**src/verilog/sdcmd_cfg.svh**
```systemverilog
// constants for the sdram command and clock-enable decode pair
// assumes both ends share one clock; included by bare name
// Behaviour
// - cs low, others high decodes no-operation
// - no-operation never cuts a running burst
// - cs high acts as no-operation
// - controller holds clock enable high during access
// - clock enable low, bank active: clock suspend
// - suspend takes effect one clock later
// - commands discarded while suspended
// - suspend ends one clock after enable high
// - commands captured on rising edges only
// - current and previous enable samples select modes
// - read/write need active bank; A10 auto-precharge
// - burst stop only during full-page burst
// - no power down in burst; suspend instead
// - precharge: A10 low one bank, high both
// - self refresh held while enable low
// - controller sends no-operation after power-down exit
`ifndef SDCMD_CFG_SVH
`define SDCMD_CFG_SVH
`define SDCMD_ADDR_W       11
`define SDCMD_A10_POS      10
`define SDCMD_BURST_LEN    4
`define SDCMD_FULL_PAGE    256
`define SDCMD_CNT_W        9
`endif

```
**src/verilog/sdcmd_pkg.sv**
```systemverilog
// types shared by the controller end and the device end
// assumes sdcmd_cfg.svh gives the numeric constants
`default_nettype none
package sdcmd_pkg;
    typedef enum logic [3:0] {
        SDCMD_NOP   = 4'h0,
        SDCMD_ACT   = 4'h1,
        SDCMD_RD    = 4'h2,
        SDCMD_WR    = 4'h3,
        SDCMD_PRE   = 4'h4,
        SDCMD_MRS   = 4'h5,
        SDCMD_REF   = 4'h6,
        SDCMD_SREF  = 4'h7,
        SDCMD_BSTOP = 4'h8
    } sdcmd_op_t;

    typedef enum logic [2:0] {
        SDCMD_S_NORMAL  = 3'h0,
        SDCMD_S_SUSPEND = 3'h1,
        SDCMD_S_PWRDN   = 3'h2,
        SDCMD_S_SELFREF = 3'h3
    } sdcmd_mode_t;
endpackage
`default_nettype wire

```
**src/verilog/sdcmd_if.sv**
```systemverilog
// command pins between a memory controller and the sdram decode
// assumes one shared clock on both ends
`timescale 1ns/1ps
`default_nettype none
`include "sdcmd_cfg.svh"
interface sdcmd_if;
    logic                      cs_b;
    logic                      ras_b;
    logic                      cas_b;
    logic                      we_b;
    logic                      bank_sel;
    logic [`SDCMD_ADDR_W-1:0]  addr;
    logic                      clock_enable;

    modport ctrl (output cs_b, output ras_b, output cas_b, output we_b,
                  output bank_sel, output addr, output clock_enable);
    modport dev  (input cs_b, input ras_b, input cas_b, input we_b,
                  input bank_sel, input addr, input clock_enable);
endinterface
`default_nettype wire

```
**src/verilog/sdcmd_dev.sv**
```systemverilog
// device end: decodes commands and clock-enable modes
// assumes pins come from logic on the same clock, so no synchronisers
`timescale 1ns/1ps
`default_nettype none
`include "sdcmd_cfg.svh"
module sdcmd_dev
#(
    parameter int BURST_LEN = `SDCMD_BURST_LEN,
    parameter bit FULL_PAGE = 1'b0
)
(
    input  wire logic              clk_in,
    input  wire logic              rst_b_in,
    sdcmd_if.dev                   pins,
    output logic [3:0]             cmd_out,
    output logic                   cmd_valid_out,
    output logic                   auto_pre_out,
    output logic [1:0]             bank_active_out,
    output logic                   burst_busy_out,
    output logic                   suspended_out,
    output logic [2:0]             mode_out,
    output logic                   illegal_out
);
    if (BURST_LEN < 1 || BURST_LEN > `SDCMD_FULL_PAGE)
    begin : g_bad_burst_len
        $error("burst length out of range");
    end

    // ------------------------------------------------------------
    // state
    // ------------------------------------------------------------
    sdcmd_pkg::sdcmd_mode_t   mode_r, mode_nxt;
    logic                     cke_prev_r;
    logic [1:0]               act_r, act_nxt;
    logic [`SDCMD_CNT_W-1:0]  burst_r, burst_nxt;
    logic                     frozen_r, frozen_nxt;
    logic [3:0]               cmd_r, cmd_nxt;
    logic                     valid_r, valid_nxt, ap_r, ap_nxt, ill_r, ill_nxt;
    logic                     busy_r, busy_nxt;

    logic                     clock_enable_current_sample;
    logic                     clock_enable_previous_sample;
    logic                     deselect;
    logic [3:0]               pat;
    logic                     a10;

    assign clock_enable_current_sample  = pins.clock_enable;
    assign clock_enable_previous_sample = cke_prev_r;
    assign deselect = pins.cs_b;
    assign pat      = {pins.cs_b, pins.ras_b, pins.cas_b, pins.we_b};
    assign a10      = pins.addr[`SDCMD_A10_POS];

    // ------------------------------------------------------------
    // decode and mode update
    // ------------------------------------------------------------
    always_comb
    begin
        mode_nxt   = mode_r;
        act_nxt    = act_r;
        burst_nxt  = burst_r;
        frozen_nxt = frozen_r;
        cmd_nxt    = sdcmd_pkg::SDCMD_NOP;
        valid_nxt  = 1'b0;
        ap_nxt     = 1'b0;
        ill_nxt    = 1'b0;
        // burst advances only on running internal clock; suspend freezes it one clock late
        if (!frozen_r && burst_r != '0)
            burst_nxt = burst_r - `SDCMD_CNT_W'(1);
        case (mode_r)
            sdcmd_pkg::SDCMD_S_SUSPEND:
            begin
                // commands ignored; thaw one clock after enable high
                if (clock_enable_current_sample)
                begin
                    mode_nxt   = sdcmd_pkg::SDCMD_S_NORMAL;
                    frozen_nxt = 1'b0;
                end
                else
                    frozen_nxt = 1'b1;
            end
            sdcmd_pkg::SDCMD_S_PWRDN:
            begin
                if (clock_enable_current_sample &&
                    (deselect || pat[2:0] == 3'h7))
                    mode_nxt = sdcmd_pkg::SDCMD_S_NORMAL;
            end
            sdcmd_pkg::SDCMD_S_SELFREF:
            begin
                if (clock_enable_current_sample)
                    mode_nxt = sdcmd_pkg::SDCMD_S_NORMAL;
            end
            default:
            begin
                if (clock_enable_previous_sample)
                begin
                    if (!deselect && pat[2:0] == 3'h1 && !clock_enable_current_sample)
                    begin
                        // self-refresh entry needs idle banks
                        cmd_nxt   = sdcmd_pkg::SDCMD_SREF;
                        valid_nxt = 1'b1;
                        ill_nxt   = act_r != 2'h0;
                        mode_nxt  = sdcmd_pkg::SDCMD_S_SELFREF;
                    end
                    else
                    begin
                        if (!clock_enable_current_sample)
                        begin
                            if (act_r != 2'h0 || burst_r != '0)
                                mode_nxt = sdcmd_pkg::SDCMD_S_SUSPEND;
                            else
                                mode_nxt = sdcmd_pkg::SDCMD_S_PWRDN;
                        end
                        if (!deselect)
                        begin
                            valid_nxt = pat[2:0] != 3'h7;
                            case (pat[2:0])
                                3'h3:
                                begin
                                    cmd_nxt = sdcmd_pkg::SDCMD_ACT;
                                    ill_nxt = act_r[pins.bank_sel];
                                    act_nxt[pins.bank_sel] = 1'b1;
                                end
                                3'h5, 3'h4:
                                begin
                                    cmd_nxt   = (pat[0]) ? sdcmd_pkg::SDCMD_RD : sdcmd_pkg::SDCMD_WR;
                                    ap_nxt    = a10;
                                    ill_nxt   = !act_r[pins.bank_sel] || (a10 && FULL_PAGE);
                                    // a refused access must not start a burst or close a bank
                                    if (!ill_nxt)
                                    begin
                                        burst_nxt = FULL_PAGE ? `SDCMD_CNT_W'(`SDCMD_FULL_PAGE)
                                                              : `SDCMD_CNT_W'(BURST_LEN);
                                        if (a10)
                                            act_nxt[pins.bank_sel] = 1'b0;
                                    end
                                end
                                3'h2:
                                begin
                                    cmd_nxt = sdcmd_pkg::SDCMD_PRE;
                                    if (a10)
                                        act_nxt = 2'h0;
                                    else
                                        act_nxt[pins.bank_sel] = 1'b0;
                                end
                                3'h0:
                                begin
                                    cmd_nxt = sdcmd_pkg::SDCMD_MRS;
                                    ill_nxt = act_r != 2'h0;
                                end
                                3'h1:
                                begin
                                    cmd_nxt = sdcmd_pkg::SDCMD_REF;
                                    ill_nxt = act_r != 2'h0;
                                end
                                3'h6:
                                begin
                                    cmd_nxt = sdcmd_pkg::SDCMD_BSTOP;
                                    ill_nxt = !(FULL_PAGE && burst_r != '0);
                                    if (!ill_nxt)
                                        burst_nxt = '0;
                                end
                                default: cmd_nxt = sdcmd_pkg::SDCMD_NOP;
                            endcase
                        end
                    end
                end
            end
        endcase
        // refused commands clear the valid and auto-precharge flags but keep cmd_out
        if (ill_nxt)
        begin
            valid_nxt = 1'b0;
            ap_nxt    = 1'b0;
        end
        busy_nxt = burst_nxt != '0;
    end

    always_ff @(posedge clk_in or negedge rst_b_in)
    begin
        if (!rst_b_in)
        begin
            mode_r     <= sdcmd_pkg::SDCMD_S_NORMAL;
            cke_prev_r <= 1'b1;
            act_r      <= 2'h0;
            burst_r    <= '0;
            frozen_r   <= 1'b0;
            cmd_r      <= 4'h0;
            valid_r    <= 1'b0;
            ap_r       <= 1'b0;
            ill_r      <= 1'b0;
            busy_r     <= 1'b0;
        end
        else
        begin
            mode_r     <= mode_nxt;
            cke_prev_r <= clock_enable_current_sample;
            act_r      <= act_nxt;
            burst_r    <= burst_nxt;
            frozen_r   <= frozen_nxt;
            cmd_r      <= cmd_nxt;
            valid_r    <= valid_nxt;
            ap_r       <= ap_nxt;
            ill_r      <= ill_nxt;
            busy_r     <= busy_nxt;
        end
    end

    assign cmd_out         = cmd_r;
    assign cmd_valid_out   = valid_r;
    assign auto_pre_out    = ap_r;
    assign bank_active_out = act_r;
    assign burst_busy_out  = busy_r;
    assign suspended_out   = frozen_r;
    assign mode_out        = mode_r;
    assign illegal_out     = ill_r;
endmodule
`default_nettype wire

```
**src/flat_wrapper.sv**
```systemverilog
// flat-port wrapper written by rule: the top's interface ports become plain ports
module sdcmd_dev_flat 
#(
    parameter int BURST_LEN = `SDCMD_BURST_LEN,
    parameter bit FULL_PAGE = 1'b0
)
  (clk_in, rst_b_in, cmd_out, cmd_valid_out, auto_pre_out, bank_active_out, burst_busy_out, suspended_out, mode_out, illegal_out, pins_cs_b, pins_ras_b, pins_cas_b, pins_we_b, pins_bank_sel, pins_addr, pins_clock_enable);
  sdcmd_if pins_i ();
  input  wire logic clk_in;
  input  wire logic rst_b_in;
  output logic [3:0] cmd_out;
  output logic cmd_valid_out;
  output logic auto_pre_out;
  output logic [1:0] bank_active_out;
  output logic burst_busy_out;
  output logic suspended_out;
  output logic [2:0] mode_out;
  output logic illegal_out;
  input wire logic [$bits(pins_i.cs_b)-1:0] pins_cs_b;
  input wire logic [$bits(pins_i.ras_b)-1:0] pins_ras_b;
  input wire logic [$bits(pins_i.cas_b)-1:0] pins_cas_b;
  input wire logic [$bits(pins_i.we_b)-1:0] pins_we_b;
  input wire logic [$bits(pins_i.bank_sel)-1:0] pins_bank_sel;
  input wire logic [$bits(pins_i.addr)-1:0] pins_addr;
  input wire logic [$bits(pins_i.clock_enable)-1:0] pins_clock_enable;
  assign pins_i.cs_b = pins_cs_b;
  assign pins_i.ras_b = pins_ras_b;
  assign pins_i.cas_b = pins_cas_b;
  assign pins_i.we_b = pins_we_b;
  assign pins_i.bank_sel = pins_bank_sel;
  assign pins_i.addr = pins_addr;
  assign pins_i.clock_enable = pins_clock_enable;
  sdcmd_dev #(.BURST_LEN(BURST_LEN), .FULL_PAGE(FULL_PAGE)) u_core (.clk_in(clk_in), .rst_b_in(rst_b_in), .pins(pins_i), .cmd_out(cmd_out), .cmd_valid_out(cmd_valid_out), .auto_pre_out(auto_pre_out), .bank_active_out(bank_active_out), .burst_busy_out(burst_busy_out), .suspended_out(suspended_out), .mode_out(mode_out), .illegal_out(illegal_out));
endmodule
```
**config.mk**
```make
export PLATFORM = sky130hd
export DESIGN_NAME = sdcmd_dev_flat
export DESIGN_NICKNAME = d
export VERILOG_FILES = /design/src/verilog/sdcmd_pkg.sv /design/src/verilog/sdcmd_if.sv /design/src/verilog/sdcmd_dev.sv /design/src/flat_wrapper.sv
export VERILOG_INCLUDE_DIRS = /design/src /design/src/verilog
export SDC_FILE = /design/constraint.sdc
export NUM_CORES = 1
export LEC_CHECK = 0
export ABC_AREA = 1
export BUFFER_PORTS_ARGS = -buffer_cell sky130_fd_sc_hd__buf_2
export CAP_MARGIN = 30
export CORE_MARGIN = 8
export CORE_UTILIZATION = 44
export CTS_BUF_LIST = sky130_fd_sc_hd__clkbuf_16
export CTS_CLUSTER_DIAMETER = 80
export CTS_CLUSTER_SIZE = 12
export DETAILED_ROUTE_END_ITERATION = 7
export PLACE_DENSITY = 0.68
export SLEW_MARGIN = 20
export SYNTH_ARGS = -nofsm -noshare
export SYNTH_HDL_FRONTEND = slang
export SYNTH_SLANG_ARGS = --single-unit
```
**constraint.sdc**
```tcl
create_clock -name clk_in -period 2.1 [get_ports clk_in]
set_input_delay 0.42 -clock clk_in [delete_from_list [all_inputs] [get_ports clk_in]]
set_output_delay 0.42 -clock clk_in [all_outputs]
set_load 0.05 [all_outputs]
```
==> flow_summary.ini <==
[outcome]
status = completed

[global_route]
grt_pass1_vias = 1251
antenna_found_initial = 0
grtUsageTotal_pct = 12.0
gr-total-overflow = 0
grt_max_degree = 24
grt_pass1_wl_microns = 5120

[sta]
finClkSkew_ns = 0.00163
hold_slack_ns = 0.135
relSlewSlack_pct = 66.0
setup_viol = 0
period_share_pct = 87.9
setup_ws_ns = 0.254
worst_pin_slew_ns = 0.511
min_period_ns = 1.85
rsz0062_at_grt = no
setup_tns_ns = 0
hold_violations = 0
fmax_mhz = 542
drv_slew = 0

[floorplanning]
die-area_sq_um = 5290
coreArea_sq_um = 3050
die_x_microns = 72.7
start_util_pct = 46.4
io-pin-count = 33
row_count = 20
die_y_microns = 72.7

[finish]
num-fill-cells = 314
finish.utilization_pct = 53.2
fin_cells = 239
final_common_cell = nand2_1
layout_common_cells = 37 x nand2_1, 22 x dfrtp_1, 21 x buf_2
drive_gt1_share_pct = 32.3
fin_area_sq_um = 1630
area_growth_pct = 14.8
fin_nets = 216
n_antenna_cell = 0

[placement]
dp_hpwl_microns = 2340
preCtsSetupSlack_ns = 0.157
dp_cells = 235
io_buffers = 21
place.gp.congestion = 0.830
place_area_sq_um = 1540

[clock_network]
numCtsBuffers = 3
clockBufferDepth = 2
cts_max_level = 1
cts.sinks = 23
cts_tree = done
root_buffer = clkbuf_16
path_clk_slew_ns = 0.06
worstSkewPairLatency_ns = 0.25
cts_hold_buf = 0

[power_and_ir_drop]
powerDensity_nw_per_um2 = 1300
p_leak_nw = 0.818
total_power_mw = 2.12
ir_drop_v = 0.000781

[drt]
drtAntennaViolNets = 0
drt_iter0_drc = 31
wl_per_cell_microns = 12.0
vias_per_cell = 4.88
num_vias = 1166
dr.pass1.iters = 4
wirelength_microns = 2860
drc = 0

[yosys]
synth_ff_type = dfrtp_1
synth_nets = 194
synthesis.area_sq_um = 1420
async_flop_share_pct = 100
synth-edff-count = 0
yosysWarnings = 0
ys_seq_area_share_pct = 40.7
synth_cell_type_count = 35
ys_seq_elements = 23
syn-mean-instance-area_sq_um = 8.14
netlist_instances = 174

[worst_setup_path]
rrSetupSlack_ns = 0.25
crit_type = reg -> reg
crit_path_start_kind = register
cp.required_ns = 2.23
arrival_ns = 1.98
endpoint_kind = register
crit_fanout = 12

[worst_hold_path]
holdCritPathClass = in -> async

[flow_run]
maxCapViolations = 0
[final timing paths]
check | from | to | cells after the start
min reg2reg | u_core.cke_prev_r | u_core.cmd_out[2] | 2
max | u_core.burst_r[0] | u_core.burst_busy_out | 11
min in group clk_in | pins_clock_enable | u_core.cke_prev_r | 1
max reg2reg | u_core.burst_r[0] | u_core.burst_busy_out | 11
max in group asynchronous | rst_b_in | u_core.cke_prev_r | 1
min | rst_b_in | u_core.cmd_out[1] | 1
[routing by layer]
metal | share of wire [%] | track usage [%] | wire length (microns) | up-vias
met5 | 0 | 0 | 0 | -
met4 | 1.1 | 6.00 | 31 | 0
met3 | 1.5 | 2.06 | 42 | 2
met1 | 44 | 12.7 | 1260 | 549
li1 | - | - | - | 602
met2 | 53 | 22.3 | 1520 | 13
[cell usage after synthesis, types with 2 or more instances]
library cell | n | area (sq um)
nor3_1 | 4 | 20.0
o21ai_1 | 3 | 15.0
dfrtp_1 | 22 | 551
nand2_2 | 4 | 25.0
nand3_2 | 5 | 50.1
inv_1 | 18 | 67.6
nor2_2 | 5 | 31.3
nand2_1 | 37 | 139
nand3_1 | 15 | 75.1
inv_2 | 8 | 30.0
a21oi_2 | 4 | 35.0
nor2_4 | 5 | 56.3
buf_6 | 2 | 22.5
nand4_1 | 2 | 12.5
o21ai_0 | 2 | 10.0
nor2_1 | 13 | 48.8
a21oi_1 | 6 | 30.0
buf_4 | 2 | 15.0
[flip-flops by register name, summed over array words and instances (netlist names)]
| name | cells |
|---|---|
| u_core.burst_r | 9 |
| u_core.cmd_valid_out | 1 |
| u_core.mode_out | 2 |
| u_core.auto_pre_out | 1 |
| u_core.illegal_out | 1 |
| u_core.cke_prev_r | 1 |
| u_core.burst_busy_out | 1 |
| u_core.cmd_out | 4 |
| u_core.suspended_out | 1 |
| u_core.bank_active_out | 2 |
[where the power goes]
group	total (mW)	internal, mW	leakage (nW)	switching (mW)
Combinational	1.02	0.303	0.488	0.718
Clock	0.399	0.254	0.0423	0.145
Sequential	0.699	0.572	0.288	0.127
Total	2.12	1.13	0.818	0.990
[logic make-up after synthesis]
group / after synthesis / share of synthesized area (%)
compound gates: 23 / 11.0
fa+ha+maj: 1 / 0.883
xor+xnor: 1 / 0.618
simple gates: 94 / 36.6
other cells: 1 / 0.265
flops: 23 / 40.7
buf+inv: 31 / 9.89
[layout make-up]
cell class / count / area, sq um / area share (%)
multi-input combinational: 120 / 707 / 43.5
inverter: 27 / 103 / 6.31
sequential: 23 / 577 / 35.5
clock buffer: 3 / 75.1 / 4.62
clock inverter: 1 / 3.75 / 0.231
timing repair buffer: 21 / 105 / 6.47
tap: 44 / 55.1 / 3.39
[critical path, stage by stage, from the launching register on]
cell and delay [ns]:
dfrtp_1 0.38, inv_1 0.12, ha_1 0.21, nand2_2 0.07
nor2_2 0.17, nand3_4 0.20, nand2_2 0.19, nand2_1 0.07
nand3_1 0.09, nand2_1 0.06, nor2_1 0.09, nand3_1 0.08
[timing repair]
action	4_1_cts	5_1_grt
endpoints found under the setup margin	0	1
gates resized for setup	0	1
buffers inserted	0	0
Note: power is estimated with default switching activity, not from simulation.
